===== src/inc/cpg_pkg.sv =====
package cpg_pkg;
   //---------------------------------------------------------------
   // register access encoding (coprocessor 15 space)
   //---------------------------------------------------------------
   localparam logic [3:0]  CRN_PRIO       = 4'h0C;
   localparam logic [3:0]  CRM_G1_PRIO    = 4'h09;
   localparam logic [2:0]  OPC1_PRIO      = 3'h0;
   localparam logic [3:0]  OPC1_ALIAS     = 4'h1;
   localparam logic [3:0]  CRM_ALIAS      = 4'h0C;
   localparam int          NUM_PRIO_REGS  = 4;
   localparam logic [31:0] PRIO_RESET     = 32'h0000_0000;
   localparam int          PRIO_BITS_DEF  = 5;
   localparam int          PRIO_BITS_AP1  = 6;
   localparam int          PRIO_BITS_AP23 = 7;

   //---------------------------------------------------------------
   // alias register field layout
   //---------------------------------------------------------------
   localparam int AFF_LVL3_LSB   = 48;
   localparam int AFF_LVL2_LSB   = 32;
   localparam int AFF_LVL1_LSB   = 16;
   localparam int AFF_W          = 8;
   localparam int INTNUM_LSB     = 24;
   localparam int INTNUM_W       = 4;
   localparam int ROUTE_MODE_BIT = 40;
   localparam int TARGET_LSB     = 0;
   localparam int TARGET_W       = 16;

   //---------------------------------------------------------------
   // privilege levels and access outcome
   //---------------------------------------------------------------
   typedef enum logic [1:0] {
      CPG_EL0 = 2'h0,
      CPG_EL1 = 2'h1,
      CPG_EL2 = 2'h2,
      CPG_EL3 = 2'h3
   } cpg_level_e;

   typedef enum logic [2:0] {
      CPG_OK       = 3'h0,
      CPG_UNDEF    = 3'h1,
      CPG_TRAP_HYP = 3'h2,
      CPG_TRAP_MON = 3'h3,
      CPG_VIRTUAL  = 3'h4
   } cpg_result_e;

   typedef enum logic [1:0] {
      CPG_PKT_IDLE = 2'h0,
      CPG_PKT_SEND = 2'h1
   } cpg_pkt_e;
endpackage : cpg_pkg


===== src/cpg_access_check.sv =====
`timescale 1ns/100ps
// classifies a system register access before it touches any state
module cpg_access_check (
   input  wire logic [1:0] level,
   input  wire logic       secureState,
   input  wire logic       isAlias,
   input  wire logic       isWrite,
   input  wire logic       sysregEnable,
   input  wire logic       irqRouteToHyp,
   input  wire logic       fiqRouteToHyp,
   input  wire logic       trapAllGroup1,
   input  wire logic       trapCommon,
   input  wire logic       hypTrapC12,
   input  wire logic       irqToMonitor,
   input  wire logic       fiqToMonitor,
   input  wire logic       monitorIs64,
   output logic      [2:0] result
);
   logic nsEl1;
   logic monTrap;

   always_comb begin
      nsEl1   = (level == cpg_pkg::CPG_EL1) && !secureState;
      monTrap = monitorIs64 && irqToMonitor && (!isAlias || fiqToMonitor);
      result  = cpg_pkg::CPG_OK;
      if (level == cpg_pkg::CPG_EL0) begin
         result = cpg_pkg::CPG_UNDEF;
      end else if (!sysregEnable) begin
         result = cpg_pkg::CPG_UNDEF;
      end else if (isAlias) begin
         if (!isWrite) begin
            result = cpg_pkg::CPG_UNDEF;
         end else if (nsEl1 && (irqRouteToHyp || fiqRouteToHyp
                                || trapCommon || hypTrapC12)) begin
            result = cpg_pkg::CPG_TRAP_HYP;
         end else if (monTrap && ((level == cpg_pkg::CPG_EL1 && secureState)
                                  || level == cpg_pkg::CPG_EL2)) begin
            result = cpg_pkg::CPG_TRAP_MON;
         end
      end else if (nsEl1 && irqRouteToHyp) begin
         result = cpg_pkg::CPG_VIRTUAL;
      end else if (nsEl1 && (trapAllGroup1 || hypTrapC12)) begin
         result = cpg_pkg::CPG_TRAP_HYP;
      end else if (monTrap && ((level == cpg_pkg::CPG_EL1 && secureState)
                               || level == cpg_pkg::CPG_EL2)) begin
         result = cpg_pkg::CPG_TRAP_MON;
      end else if (secureState && level != cpg_pkg::CPG_EL3) begin
         // secure copy only at the top level in secure state
         result = cpg_pkg::CPG_UNDEF;
      end
   end
endmodule : cpg_access_check


===== src/cpg_sgi_encode.sv =====
`timescale 1ns/100ps
// unpacks an alias write into the generate packet fields
module cpg_sgi_encode (
   input  wire logic [63:0] wdata,
   input  wire logic        secureState,
   output logic       [7:0] affLvl3,
   output logic       [7:0] affLvl2,
   output logic       [7:0] affLvl1,
   output logic       [3:0] intNum,
   output logic             allButSelf,
   output logic      [15:0] targetMask,
   output logic             targetSecure
);
   always_comb begin
      allButSelf   = wdata[cpg_pkg::ROUTE_MODE_BIT];
      intNum       = wdata[cpg_pkg::INTNUM_LSB +: cpg_pkg::INTNUM_W];
      // routing to all others forces affinity and mask to zero
      affLvl3      = allButSelf ? 8'h00
                     : wdata[cpg_pkg::AFF_LVL3_LSB +: cpg_pkg::AFF_W];
      affLvl2      = allButSelf ? 8'h00
                     : wdata[cpg_pkg::AFF_LVL2_LSB +: cpg_pkg::AFF_W];
      affLvl1      = allButSelf ? 8'h00
                     : wdata[cpg_pkg::AFF_LVL1_LSB +: cpg_pkg::AFF_W];
      targetMask   = allButSelf ? 16'h0000
                     : wdata[cpg_pkg::TARGET_LSB +: cpg_pkg::TARGET_W];
      targetSecure = !secureState;
   end
endmodule : cpg_sgi_encode


===== src/cpg_prio_sgi.sv =====
`timescale 1ns/100ps
//---------------------------------------------------------------------
// Operation
//---------------------------------------------------------------------
// Operation
// - all-zero active priority value means no interrupt is active
// - active priority registers reset to zero
// - instance 1 needs 6 priority bits, instances 2 and 3 need 7
// - secure copy at top secure level; non-secure copy at levels 1-3
// - non-secure level 1 goes virtual while irq route to hyp is set
// - sysreg enable low makes the access undefined
// - trap all group 1 or c12 trap sends level 1 access to hyp
// - irq to monitor traps secure level 1 and hyp accesses to monitor
// - alias register is 64-bit write only, targets other security state
// - affinity fields at 55:48, 39:32, 23:16; other bits zero
// - interrupt number sits at bits 27:24
// - routing mode 1 targets all but self, fields treated as zero
// - 16-bit target mask, bit n selects processor n
// - route, common or c12 trap sends level 1 alias writes to hyp
// - fiq and irq to monitor trap secure el1 and hyp alias writes
//---------------------------------------------------------------------
module cpg_prio_sgi #(
   parameter int PRIO_BITS = 5
) (
   input  wire logic        ref_clk,
   input  wire logic        rst_n,
   input  wire logic        accValid,
   input  wire logic        accWrite,
   input  wire logic        accAlias,
   input  wire logic  [1:0] accIndex,
   input  wire logic [63:0] accWdata,
   input  wire logic  [1:0] curLevel,
   input  wire logic        secureState,
   input  wire logic        sysregEnable,
   input  wire logic        irqRouteToHyp,
   input  wire logic        fiqRouteToHyp,
   input  wire logic        trapAllGroup1,
   input  wire logic        trapCommon,
   input  wire logic        hypTrapC12,
   input  wire logic        irqToMonitor,
   input  wire logic        fiqToMonitor,
   input  wire logic        monitorIs64,
   input  wire logic        pktAck,
   output logic             accReady,
   output logic             accDone,
   output logic       [2:0] accResult,
   output logic      [31:0] accRdata,
   output logic             pktValid,
   output logic       [7:0] pktAffLvl3,
   output logic       [7:0] pktAffLvl2,
   output logic       [7:0] pktAffLvl1,
   output logic       [3:0] pktIntNum,
   output logic             pktAllButSelf,
   output logic      [15:0] pktTargetMask,
   output logic             pktTargetSecure,
   output logic             activeNs,
   output logic             activeSec
);
   //------------------------------------------------------------------
   // state
   //------------------------------------------------------------------
   typedef struct packed {
      logic [3:0][31:0]  prioSec;
      logic [3:0][31:0]  prioNs;
      cpg_pkg::cpg_pkt_e pktState;
      logic              done;
      logic [2:0]        result;
      logic [31:0]       rdata;
      logic [7:0]        affLvl3;
      logic [7:0]        affLvl2;
      logic [7:0]        affLvl1;
      logic [3:0]        intNum;
      logic              allButSelf;
      logic [15:0]       mask;
      logic              tgtSecure;
      logic              actNs;
      logic              actSec;
   } cpg_state_s;

   cpg_state_s st_r;
   cpg_state_s st_nxt;

   logic [2:0]  chkResult;
   logic [7:0]  eAffLvl3;
   logic [7:0]  eAffLvl2;
   logic [7:0]  eAffLvl1;
   logic [3:0]  eInt;
   logic        eAll;
   logic [15:0] eMask;
   logic        eSec;
   logic        idxOk;
   logic        useSec;
   logic        take;

   function automatic logic prio_inst_ok(input logic [1:0] idx);
      case (idx)
         2'h0:    prio_inst_ok = 1'b1;
         2'h1:    prio_inst_ok = PRIO_BITS >= cpg_pkg::PRIO_BITS_AP1;
         default: prio_inst_ok = PRIO_BITS >= cpg_pkg::PRIO_BITS_AP23;
      endcase
   endfunction : prio_inst_ok

   function automatic logic any_active(input logic [3:0][31:0] regs);
      any_active = |regs;
   endfunction : any_active

   cpg_access_check u_check (
      .level         (curLevel),
      .secureState   (secureState),
      .isAlias       (accAlias),
      .isWrite       (accWrite),
      .sysregEnable  (sysregEnable),
      .irqRouteToHyp (irqRouteToHyp),
      .fiqRouteToHyp (fiqRouteToHyp),
      .trapAllGroup1 (trapAllGroup1),
      .trapCommon    (trapCommon),
      .hypTrapC12    (hypTrapC12),
      .irqToMonitor  (irqToMonitor),
      .fiqToMonitor  (fiqToMonitor),
      .monitorIs64   (monitorIs64),
      .result        (chkResult)
   );

   cpg_sgi_encode u_enc (
      .wdata        (accWdata),
      .secureState  (secureState),
      .affLvl3      (eAffLvl3),
      .affLvl2      (eAffLvl2),
      .affLvl1      (eAffLvl1),
      .intNum       (eInt),
      .allButSelf   (eAll),
      .targetMask   (eMask),
      .targetSecure (eSec)
   );

   //------------------------------------------------------------------
   // next state
   //------------------------------------------------------------------
   always_comb begin
      st_nxt      = st_r;
      st_nxt.done = 1'b0;
      // an alias write waits while a packet is still outstanding, so
      // packets leave in program order without a queue
      take   = accValid
               && !(accAlias && st_r.pktState != cpg_pkg::CPG_PKT_IDLE);
      idxOk  = prio_inst_ok(accIndex);
      // secure copy only from secure state; level 3 non-secure sees ns copy
      useSec = secureState;

      unique case (st_r.pktState)
         cpg_pkg::CPG_PKT_IDLE: begin
         end
         cpg_pkg::CPG_PKT_SEND: begin
            // the distributor acknowledges every packet
            if (pktAck) begin
               st_nxt.pktState = cpg_pkg::CPG_PKT_IDLE;
            end
         end
         default: st_nxt.pktState = cpg_pkg::CPG_PKT_IDLE;
      endcase

      if (take) begin
         st_nxt.done   = 1'b1;
         st_nxt.rdata  = 32'h0000_0000;
         st_nxt.result = chkResult;
         if (!accAlias && chkResult == cpg_pkg::CPG_OK && !idxOk) begin
            st_nxt.result = cpg_pkg::CPG_UNDEF;
         end else if (accAlias && chkResult == cpg_pkg::CPG_OK) begin
            st_nxt.pktState  = cpg_pkg::CPG_PKT_SEND;
            st_nxt.affLvl3   = eAffLvl3;
            st_nxt.affLvl2   = eAffLvl2;
            st_nxt.affLvl1   = eAffLvl1;
            st_nxt.intNum    = eInt;
            st_nxt.allButSelf = eAll;
            st_nxt.mask      = eMask;
            st_nxt.tgtSecure = eSec;
         end else if (!accAlias && chkResult == cpg_pkg::CPG_OK) begin
            if (accWrite) begin
               if (useSec) begin
                  st_nxt.prioSec[accIndex] = accWdata[31:0];
               end else begin
                  st_nxt.prioNs[accIndex]  = accWdata[31:0];
               end
            end else begin
               st_nxt.rdata = useSec ? st_r.prioSec[accIndex]
                                     : st_r.prioNs[accIndex];
            end
         end
      end

      st_nxt.actNs  = any_active(st_nxt.prioNs);
      st_nxt.actSec = any_active(st_nxt.prioSec);

      if (!rst_n) begin
         st_nxt          = '0;
         st_nxt.pktState = cpg_pkg::CPG_PKT_IDLE;
         for (int i = 0; i < cpg_pkg::NUM_PRIO_REGS; i++) begin
            st_nxt.prioSec[i] = cpg_pkg::PRIO_RESET;
            st_nxt.prioNs[i]  = cpg_pkg::PRIO_RESET;
         end
      end
   end

   always_ff @(posedge ref_clk) begin
      st_r <= st_nxt;
   end

   //------------------------------------------------------------------
   // outputs
   //------------------------------------------------------------------
   always_comb begin
      accReady        = 1'b1;
      accDone         = st_r.done;
      accResult       = st_r.result;
      accRdata        = st_r.rdata;
      pktValid        = st_r.pktState == cpg_pkg::CPG_PKT_SEND;
      pktAffLvl3      = st_r.affLvl3;
      pktAffLvl2      = st_r.affLvl2;
      pktAffLvl1      = st_r.affLvl1;
      pktIntNum       = st_r.intNum;
      pktAllButSelf   = st_r.allButSelf;
      pktTargetMask   = st_r.mask;
      pktTargetSecure = st_r.tgtSecure;
      activeNs        = st_r.actNs;
      activeSec       = st_r.actSec;
      // ready drops only for an alias access while a packet is busy, holding it off
      if (accAlias && st_r.pktState != cpg_pkg::CPG_PKT_IDLE) begin
         accReady = 1'b0;
      end
   end
endmodule : cpg_prio_sgi


===== config.mk =====
export PLATFORM = sky130hd
export DESIGN_NAME = cpg_prio_sgi
export DESIGN_NICKNAME = d
export VERILOG_FILES = /design/src/inc/cpg_pkg.sv /design/src/cpg_access_check.sv /design/src/cpg_sgi_encode.sv /design/src/cpg_prio_sgi.sv
export SDC_FILE = /design/constraint.sdc
export NUM_CORES = 1
export LEC_CHECK = 0
export BUFFER_PORTS_ARGS = -buffer_cell sky130_fd_sc_hd__buf_4
export CORE_ASPECT_RATIO = 1.5
export CORE_MARGIN = 4
export CORE_UTILIZATION = 58
export DETAILED_ROUTE_END_ITERATION = 12
export PLACE_DENSITY = 0.8
export REMOVE_ABC_BUFFERS = 1
export SLEW_MARGIN = 25
export SYNTH_ARGS = -nofsm -noshare
export SYNTH_HDL_FRONTEND = slang
export SYNTH_SLANG_ARGS = --single-unit
export TNS_END_PERCENT = 1

===== constraint.sdc =====
create_clock -name ref_clk -period 2.5 [get_ports ref_clk]
set_clock_uncertainty 0.05 [all_clocks]
set_input_delay 0.5 -clock ref_clk [delete_from_list [all_inputs] [get_ports ref_clk]]
set_output_delay 0.5 -clock ref_clk [all_outputs]
set_load 0.1 [all_outputs]

==> results.sh, run 1 <==
export IMPL_status="completed"
export IMPL_final_util_pct=66.7
export IMPL_worstSetupPathType="register to register"
export IMPL_root_buffer="clkbuf_16"
export IMPL_firstDrtPassIters=5
export IMPL_path_delay_family="simple AND/OR/NAND/NOR gates"
export IMPL_drt_iter0_drc=517
export IMPL_cts_sinks=342
export IMPL_avgViaCountPerCell=5.73
export IMPL_hold_viol=0
export IMPL_r2r_end="pktTargetMask[4]"
export IMPL_ys_warn_count=0
export IMPL_yosys_area_top_type="dfxtp_1"
export IMPL_io_pins=170
export IMPL_grt_max_degree=114
export IMPL_holdCritStartpoint="secureState"
export IMPL_fin_crit_ns=2.08
export IMPL_grt_overflow=0
export IMPL_worst_pin_slew_ns=0.851
export IMPL_clkLatencyLatePin_ns=0.56
export IMPL_dieArea_um2=26500
export IMPL_regArea_um2=6850
export IMPL_die_h_um=197
export IMPL_r2r_start="st_r[85]"
export IMPL_vias=9584
export IMPL_finalMaxSlewViolations=0
export IMPL_synth_avg_cell_area_um2=10.8
export IMPL_ys_ff_latch=342
export IMPL_path_max_fanout=80
export IMPL_max_freq_mhz=480
export IMPL_synthTopCellsByCount="342 x dfxtp_1, 193 x and2_1, 106 x nor2_1"
export IMPL_peakVddDrop_uv=561
export IMPL_multi_input_area_um2=6010
export IMPL_cts_buffers=30
export IMPL_antenna_left=0
export IMPL_dp_slack_ns=-0.0195
export IMPL_synth_most_common_cell="dfxtp_1"
export IMPL_postCtsHoldBufs=0
export IMPL_clk_pin_slew_ns=0.07
export IMPL_grt_use_total_pct=25.1
export IMPL_worstPathArrival_ns=2.52
export IMPL_syn2layout_area_growth_pct=13.9
export IMPL_post_cts_buffers=0
export IMPL_post_cts_resized=0
export IMPL_place_port_buffers=154
export IMPL_yosys_top_cells_area="dfxtp_1 49%, mux4_2 10%, and2_1 8.7%"
export IMPL_synth_edf_count=0
export IMPL_yosysSeqAreaShare_pct=49.4
export IMPL_p_leak_nw=6.46
export IMPL_reg2regPathDepth=6
export IMPL_drv_cap=0
export IMPL_crit_path_cell_trace="o21ai_0, and2_1, o2111ai_4, buf_12, or3b_2, a21oi_1"
export IMPL_final_nets=1417
export IMPL_hold_depth=2
export IMPL_synth_top_area_share_pct=49.4
export IMPL_hold_path_end="pktTargetSecure"
export IMPL_grt_pass1_vias=9699
export IMPL_cts_tree="yes"
export IMPL_hpwl_um=23600
export IMPL_netlist_instances=1278
export IMPL_end_kind="register"
export IMPL_power_density_nw_per_um2=680
export IMPL_die_w_um=134
export IMPL_routedWlPerCell_um=20.2
export IMPL_start_util_pct=58.6
export IMPL_required_ns=2.93
export IMPL_diodes=0
export IMPL_hold_class="primary input to register"
export IMPL_ctsHtreeMaxLevel=1
export IMPL_yosysUniqueCellTypes=45
export IMPL_synthArstFlopShare_pct=0
export IMPL_cp_start_kind="register"
export IMPL_stdcell_count=1673
export IMPL_layout_drive_gt1_share_pct=24.5
export IMPL_grt_pass1_wl_um=53100
export IMPL_wl_um=33900
export IMPL_slowest_delay_ns=0.50
export IMPL_placed_cells=1620
export IMPL_cp_slowest_cell="or3b_2"
export IMPL_fill_cells=1816
export IMPL_rows=69
export IMPL_setup_viol=0
export IMPL_ys_flop_type="dfxtp_1"
export IMPL_path_buf_inv=1
export IMPL_reg2reg_slack_ns=0.42
export IMPL_worst_slew_margin_rel_pct=43.3
export IMPL_clockBufferDepth=3
export IMPL_fin_ws_ns=0.416
export IMPL_core_area_um2=23700
export IMPL_drcViolationCount=0
export IMPL_globalplace_congestion=0.899
export IMPL_period_share_pct=83.4
export IMPL_netlist_area_um2=13900
export IMPL_rsz0062_at_grt="no"
export IMPL_antenna_found_initial=0
## kinds of logic after synthesis
group	after synthesis	synth area share (%)
buffers and inverters	164	7.33
flip-flops	342	49.4
AO/OA/AOI/OAI	102	4.93
other	1	0.0270
multiplexers	161	17.4
AND/OR/NAND/NOR	508	20.9
## power by group
part           switching [W]  internal [W]  total [W]
combinational       0.000365      0.000203   0.000568
clock                0.00197       0.00273    0.00470
sequential        0.00000729       0.00546    0.00547
## through the flow
stage | setup TNS [ns] | total power [W] | hold slack [ns] | area, µm²
floorplan | -209.45 | 0.00583 | 0.398 | 12900
global placement | 0 | 0.00615 | 0.388 | 14800
detailed placement | -0.0464 | 0.00616 | 0.393 | 14800
CTS | 0 | 0.0108 | 0.132 | 15800
global route | 0 | 0.0110 | 0.156 | 15800
finish | 0 | 0.0107 | 0.151 | 15800
## how the worst max path moves through the flow
| stage | startpoint | endpoint | slack [ns] | depth (start not counted) |
|---|---|---|---|---|
| 6_report | st_r[85] | pktTargetMask[4] | 0.42 | 6 |
| 5_1_grt | st_r[85] | pktAffLvl2[1] | 0.23 | 6 |
| 4_1_cts | st_r[85] | accReady | 0.42 | 2 |
| 3_5_place_dp | secureState | st_r[100] | -0.02 | 8 |
| 3_3_place_gp | secureState | st_r[90] | 0.04 | 8 |
| 2_1_floorplan | st_r[85] | pktAffLvl1[0] | -2.52 | 5 |
## sequential cells by signal, indices dropped and copies added, names as in the netlist
register         cells
st_r               258
accRdata            32
pktTargetMask       16
pktAffLvl1           8
pktAffLvl2           8
pktAffLvl3           8
pktIntNum            4
accResult            3
accDone              1
activeNs             1
activeSec            1
pktAllButSelf        1
pktTargetSecure      1
## final cells by class
cell class,instances,share of cell area (%)
clock buffer,46,5.84
tap,319,2.53
multi-input combinational,772,38.1
sequential,342,43.4
timing repair buffer,184,9.54
inverter,3,0.0872
clock inverter,7,0.555
## layout by cell type, fill, tap and decap left out, types with 2 or more instances in the layout
cell and instances:
nand2_1 53, o21ai_0 7, nand4_1 17, and2_1 193, a2bb2oi_1 32, nor3_1 2, buf_12 10, nand3_1 8
clkbuf_1 6, bufinv_16 2, mux4_2 64, o21bai_1 2, nand2b_1 3, clkbuf_16 31, nor2_1 106, nor4_1 75
buf_4 174, mux2i_1 96, clkbuf_8 9, or3b_2 28, o31ai_1 3, dfxtp_1 342, and3_1 2, a21oi_1 45
a31oi_1 4, o21ai_1 2, or3b_1 13, clkinv_2 4
## layer usage
layer  GRT usage (%)  share of wire [%]
met5               0                  0
met4            9.77                3.7
met3            2.88                4.1
met2            45.6                 53
met1            30.3                 39
Power figures use the tool's default switching activity.
==> run 2, diff against run 1 <==
Settings changed: ABC_AREA set to 1, CORE_UTILIZATION 58 to 59.
Clock period 2.5 ns to 2.06 ns, I/O delays scaled along.
==> results.sh, run 2 <==
export IMPL_status="finished with violations"
export IMPL_violations="setup timing"
export IMPL_path_max_fanout=4
export IMPL_grt_pass1_wl_um=70700
export IMPL_setup_viol=2
export IMPL_wl_um=45200
export IMPL_required_ns=2.49
export IMPL_firstDrtPassIters=6
export IMPL_netlist_area_um2=14900
export IMPL_design_area_um2=18000
export IMPL_core_area_um2=25000
export IMPL_yosys_area_share_adder_pct=0
export IMPL_ys_ff_latch=342
export IMPL_die_w_um=138
export IMPL_synthMuxAreaShare_pct=0
export IMPL_layout_drive_gt1_share_pct=17.5
export IMPL_endpoint="activeNs"
export IMPL_synth_compound_area_share_pct=12.4
export IMPL_worstSetupPathType="register to register"
export IMPL_worst_pin_slew_ns=0.598
export IMPL_synth_top_area_share_pct=45.9
export IMPL_finalMaxSlewViolations=0
export IMPL_clkPwrFrac_pct=46.1
export IMPL_hold_viol=0
export IMPL_reg2regPathDepth=15
export IMPL_antenna_left=0
export IMPL_clockBufferDepth=3
export IMPL_dp_slack_ns=-0.633
export IMPL_cts_sinks=342
export IMPL_place_port_buffers=154
export IMPL_mostFrequentLayoutCell="nand2_1"
export IMPL_grt_use_total_pct=32.1
export IMPL_synth_edf_count=0
export IMPL_postCtsHoldBufs=0
export IMPL_io_pins=170
export IMPL_avgViaCountPerCell=5.45
export IMPL_synthTopCellsByCount="666 x nand2_1, 348 x inv_1, 342 x dfxtp_1"
export IMPL_cp_startpoint="st_r[84]"
export IMPL_synth_xor_area_share_pct=0
export IMPL_peakVddDrop_uv=663
export IMPL_worst_hold_slack_ns=0.0160
export IMPL_final_nets=2328
export IMPL_period_share_pct=111
export IMPL_grt_overflow=0
export IMPL_hpwl_um=33200
export IMPL_swShare_pct=23.0
export IMPL_end_kind="register"
export IMPL_synth_most_common_cell="nand2_1"
export IMPL_clk_pin_slew_ns=0.07
export IMPL_routedWlPerCell_um=17.4
export IMPL_synthArstFlopShare_pct=0
export IMPL_hold_class="primary input to register"
export IMPL_vias=14146
export IMPL_yosysUniqueCellTypes=43
export IMPL_antenna_found_initial=0
export IMPL_yosys_area_top_type="dfxtp_1"
export IMPL_worstPathArrival_ns=2.72
export IMPL_grt_pass1_vias=13943
export IMPL_rows=71
export IMPL_r2r_start="st_r[84]"
export IMPL_worst_slew_margin_rel_pct=59.6
export IMPL_yosys_top_cells_area="dfxtp_1 46%, nand2_1 17%, inv_1 8.8%"
export IMPL_grt_max_degree=94
export IMPL_drv_cap=0
export IMPL_cts_tree="yes"
export IMPL_cts_buffers=31
export IMPL_fin_crit_ns=2.29
export IMPL_p_int_w=0.0110
export IMPL_rsz0062_at_grt="yes"
export IMPL_start_util_pct=59.7
export IMPL_max_freq_mhz=437
export IMPL_holdCritStartpoint="accWdata[38]"
export IMPL_synth_avg_cell_area_um2=7.14
export IMPL_layout_common_cells="663 x nand2_1, 347 x inv_1, 342 x dfxtp_1"
export IMPL_cp_start_kind="register"
export IMPL_fin_ws_ns=-0.230
export IMPL_diodes=0
export IMPL_root_buffer="clkbuf_16"
export IMPL_netlist_instances=2090
export IMPL_p_switching_w=0.00328
export IMPL_r2r_end="activeNs"
export IMPL_clkLatencyLatePin_ns=0.59
export IMPL_ctsHtreeMaxLevel=1
export IMPL_reg2reg_slack_ns=-0.23
export IMPL_pwr_share_seq_pct=46.6
export IMPL_drt_iter0_drc=1309
export IMPL_yosys_area_share_simple_pct=25.5
export IMPL_drcViolationCount=0
export IMPL_p_leak_nw=9.40
export IMPL_top_register="st_r"
export IMPL_dieArea_um2=27900
export IMPL_syn2layout_area_growth_pct=20.6
export IMPL_yosysSeqAreaShare_pct=45.9
export IMPL_power_density_nw_per_um2=792
export IMPL_die_h_um=203
export IMPL_globalplace_congestion=0.977
export IMPL_ys_warn_count=0
export IMPL_largest_register_ffs=258
export IMPL_p_comb_share_pct=7.3
export IMPL_ys_flop_type="dfxtp_1"
export IMPL_placed_area_um2=16700
export IMPL_synth_top_family_by_area="simple AND/OR/NAND/NOR gates"
run 2: cell count changes after synthesis, moves of 27 or more:
cell / previous run / this run
nand2_1: 53 / 666
inv_1: 1 / 348
and2_1: 193 / 0
mux2i_1: 96 / 0
mux4_2: 64 / 0
a22oi_1: 0 / 63
nor4_1: 75 / 27
o21ai_0: 7 / 54
nor2_1: 106 / 145
a2bb2oi_1: 32 / 0
or3b_2: 28 / 0
o2111ai_1: 0 / 27
run 2: final cells by class:
type,count,area (µm²)
Tap cell,328,410
Clock inverter,16,295
Timing Repair Buffer,305,2490
Inverter,356,1350
Fill cell,2005,6980
Clock buffer,40,880
Sequential cell,342,6850
Multi-Input combinational cell,1208,5720
run 2: metrics by stage:
stage / total power (W) / std cells / setup TNS, ns / utilization, %
floorplan: 0.00722 / 1906 / -396.24 / -
global placement: 0.00779 / 2535 / -27.74 / 67.0
global route: 0.0146 / 2595 / -0.937 / 72.0
detailed placement: 0.00780 / 2535 / -40.51 / 67.0
finish: 0.0143 / 2595 / -0.347 / 72.0
CTS: 0.0143 / 2595 / -0.275 / 72.0
run 2: worst min-delay path by stage:
| stage | cells past startpoint | endpoint | slack [ns] |
|---|---|---|---|
| 2_1_floorplan | 2 | st_r[126] | 0.36 |
| 3_3_place_gp | 2 | st_r[131] | 0.36 |
| 3_5_place_dp | 2 | st_r[130] | 0.37 |
| 4_1_cts | 3 | pktAffLvl2[6] | 0.003 |
| 5_1_grt | 3 | pktAffLvl3[4] | 0.02 |
| 6_report | 3 | pktAffLvl2[6] | 0.02 |
run 2: critical path, cell delays in order (launching register included):
cell     delay [ns]
dfxtp_1        0.32
o21ai_2        0.17
nand2_2        0.10
nor2_4         0.12
inv_1          0.09
nor2_4         0.20
buf_4          0.19
nand2_1        0.09
nand2_1        0.11
nand3_1        0.13
nor2_1         0.17
nand2_1        0.08
nor2_2         0.14
nand3_1        0.08
nor2_1         0.10
nor2_1         0.05
run 2: cell families after synthesis:
logic type,count (synthesis)
simple gates,925
buf+inv,540
flops,342
compound gates,282
other cells,1
run 2: timing repair:
action	in CTS	in global routing
buffers inserted	4	0
setup endpoints to repair	70	64
gates resized for setup	8	8
pin swaps	4	1
run 2: layer usage:
layer	wire, µm	global-route usage, %	vias to the layer above
li1	-	-	6758
met1	16300	36.1	6516
met2	21600	54.3	693
met3	3580	5.28	179
met4	3730	23.0	0
met5	0	0	-
run 2: power by group through the flow:
stage / Clock [W] / Sequential [W] / Combinational (W)
6_report: 0.00657 / 0.00665 / 0.00104
5_1_grt: 0.00688 / 0.00665 / 0.00109
4_1_cts: 0.00662 / 0.00665 / 0.00102
3_5_place_dp: 0 / 0.00680 / 0.00100
3_3_place_gp: 0 / 0.00680 / 0.000996
2_1_floorplan: 0 / 0.00693 / 0.000285
==> run 3, diff against run 2 <==
--- a/config.mk
+++ b/config.mk
@@ -9,5 +9,4 @@
 export BUFFER_PORTS_ARGS = -buffer_cell sky130_fd_sc_hd__buf_4
 export CORE_ASPECT_RATIO = 1.5
-export CORE_MARGIN = 4
 export CORE_UTILIZATION = 59
 export DETAILED_ROUTE_END_ITERATION = 12
==> constraint.sdc (replaced) <==
create_clock -name ref_clk -period 2.06 [get_ports ref_clk]
set_clock_uncertainty 0.05 [all_clocks]
set_input_delay 0.206 -clock ref_clk [delete_from_list [all_inputs] [get_ports ref_clk]]
set_output_delay 0.206 -clock ref_clk [all_outputs]
set_load 0.1 [all_outputs]
==> results.sh, run 3 (synthesized netlist as in run 2, its figures left out) <==
export IMPL_io_pins=170
export IMPL_p_leak_nw=9.47
export IMPL_period_share_pct=109
export IMPL_mostFrequentLayoutCell="nand2_1"
export IMPL_rows=70
export IMPL_cts_buffers=31
export IMPL_hpwl_um=33300
export IMPL_largest_register_ffs=258
export IMPL_grt_overflow=0
export IMPL_fin_crit_ns=2.25
export IMPL_multi_input_area_um2=5780
export IMPL_globalplace_congestion=0.948
export IMPL_fill_cells=1826
export IMPL_drcViolationCount=0
export IMPL_violations="setup timing"
export IMPL_worstPathArrival_ns=2.66
export IMPL_status="finished with violations"
export IMPL_antenna_left=0
export IMPL_grt_pass1_vias=14417
export IMPL_wl_um=47700
export IMPL_worstSetupPathType="register to register"
export IMPL_routedWlPerCell_um=18.2
export IMPL_antenna_found_initial=0
export IMPL_stdcell_count=2623
export IMPL_syn2layout_area_growth_pct=22.3
export IMPL_die_h_um=197
export IMPL_finalMaxSlewViolations=0
export IMPL_peakVddDrop_uv=689
export IMPL_max_freq_mhz=445
export IMPL_layout_drive_gt1_share_pct=17.1
export IMPL_root_buffer="clkbuf_16"
export IMPL_cp_start_kind="register"
export IMPL_die_w_um=132
export IMPL_path_max_fanout=15
export IMPL_grt_use_total_pct=36.8
export IMPL_setup_tns_ns=-0.404
export IMPL_rsz0062_at_grt="yes"
export IMPL_grt_max_degree=89
export IMPL_final_nets=2361
export IMPL_cts_tree="yes"
export IMPL_placed_cells=2517
export IMPL_clkLatencyLatePin_ns=0.58
export IMPL_worst_slew_margin_rel_pct=60.4
export IMPL_top_register="st_r"
export IMPL_firstDrtPassIters=6
export IMPL_hold_class="primary input to register"
export IMPL_fin_ws_ns=-0.190
export IMPL_drt_iter0_drc=1401
export IMPL_power_density_nw_per_um2=736
export IMPL_final_util_pct=74.1
export IMPL_place_port_buffers=154
export IMPL_end_kind="register"
export IMPL_layout_common_cells="664 x nand2_1, 347 x inv_1, 341 x dfxtp_1"
export IMPL_clockBufferDepth=3
export IMPL_drv_cap=0
export IMPL_diodes=0
export IMPL_avgViaCountPerCell=5.52
export IMPL_hold_viol=0
export IMPL_worst_pin_slew_ns=0.594
export IMPL_core_area_um2=24600
export IMPL_dp_slack_ns=-0.411
export IMPL_grt_pass1_wl_um=74300
export IMPL_worst_hold_slack_ns=0.00858
export IMPL_clk_pin_slew_ns=0.07
export IMPL_vias=14482
export IMPL_ctsHtreeMaxLevel=1
export IMPL_dieArea_um2=25900
export IMPL_required_ns=2.47
export IMPL_setup_viol=6
export IMPL_start_util_pct=60.6
export IMPL_regArea_um2=6850
export IMPL_cts_sinks=342
[run 3: changes by cell type in the layout (fill, tap and decap cells not counted), sizes merged]
| cell | before | now |
|---|---|---|
| clkinv | 9 | 10 |
| buf | 305 | 291 |
| dlygate4sd3 | 0 | 47 |
| bufinv | 8 | 0 |
| clkbuf | 40 | 46 |
[run 3: area by class of cell]
type,count,area share [%]
repair buffers,338,15.8
clock buffers,46,5.17
flip-flops and latches,342,37.5
clock inverters,9,0.268
inverters,356,7.36
multi-input cells,1208,31.7
well taps,324,2.22
[run 3: where the power goes]
| group | leakage (nW) | switching [W] | total (W) | internal [W] |
|---|---|---|---|---|
| Clock | 0.502 | 0.00253 | 0.00567 | 0.00314 |
| Sequential | 2.76 | 0.0000161 | 0.00665 | 0.00663 |
| Combinational | 6.21 | 0.000738 | 0.00111 | 0.000376 |
[run 3: what timing repair did]
action | 4_1_cts | 5_1_grt
buffers inserted | 3 | 1
hold buffers | 47 | 0
pin swaps | 5 | 8
resized for setup | 13 | 27
hold endpoints to repair | 99 | 0
endpoints found under the setup margin | 68 | 63
[run 3: path summary, 6_finish.rpt]
| path | to | depth (start not counted) | slack [ns] | startpoint |
|---|---|---|---|---|
| setup / recovery | activeSec | 15 | -0.19 | st_r[84] |
| hold / removal | accResult[2] | 5 | 0.009 | sysregEnable |
| setup reg to reg | activeSec | 15 | -0.19 | st_r[84] |
| hold reg to reg | st_r[211] | 2 | 0.37 | st_r[211] |
[run 3: critical path, stage by stage (launching register included)]
cell and delay (ns):
dfxtp_2 0.33, o21ai_2 0.17, nand2_2 0.12, nor2_4 0.13, nand4_4 0.21, nor2_4 0.22
buf_12 0.16, nand2_1 0.07, nand2_1 0.09, nand2_1 0.07, nor2_1 0.11, nand2_1 0.06
nor2_1 0.13, nand3_1 0.08, nor2_1 0.10, nor2_1 0.04
[run 3: through the flow]
| step | area, µm² | power [W] |
|---|---|---|
| 2_1_floorplan | 13900 | 0.00722 |
| 3_3_place_gp | 16600 | 0.00777 |
| 3_5_place_dp | 16600 | 0.00778 |
| 4_1_cts | 18100 | 0.0134 |
| 5_1_grt | 18200 | 0.0137 |
| 6_report | 18200 | 0.0134 |
[run 3: per-layer routing]
metal,vias to the layer above,routed length [µm],global-route usage [%]
met5,-,0,0
met4,0,3840,27.7
met3,203,3360,3.99
met2,761,23500,66.3
met1,6698,17000,39.5
li1,6820,-,-
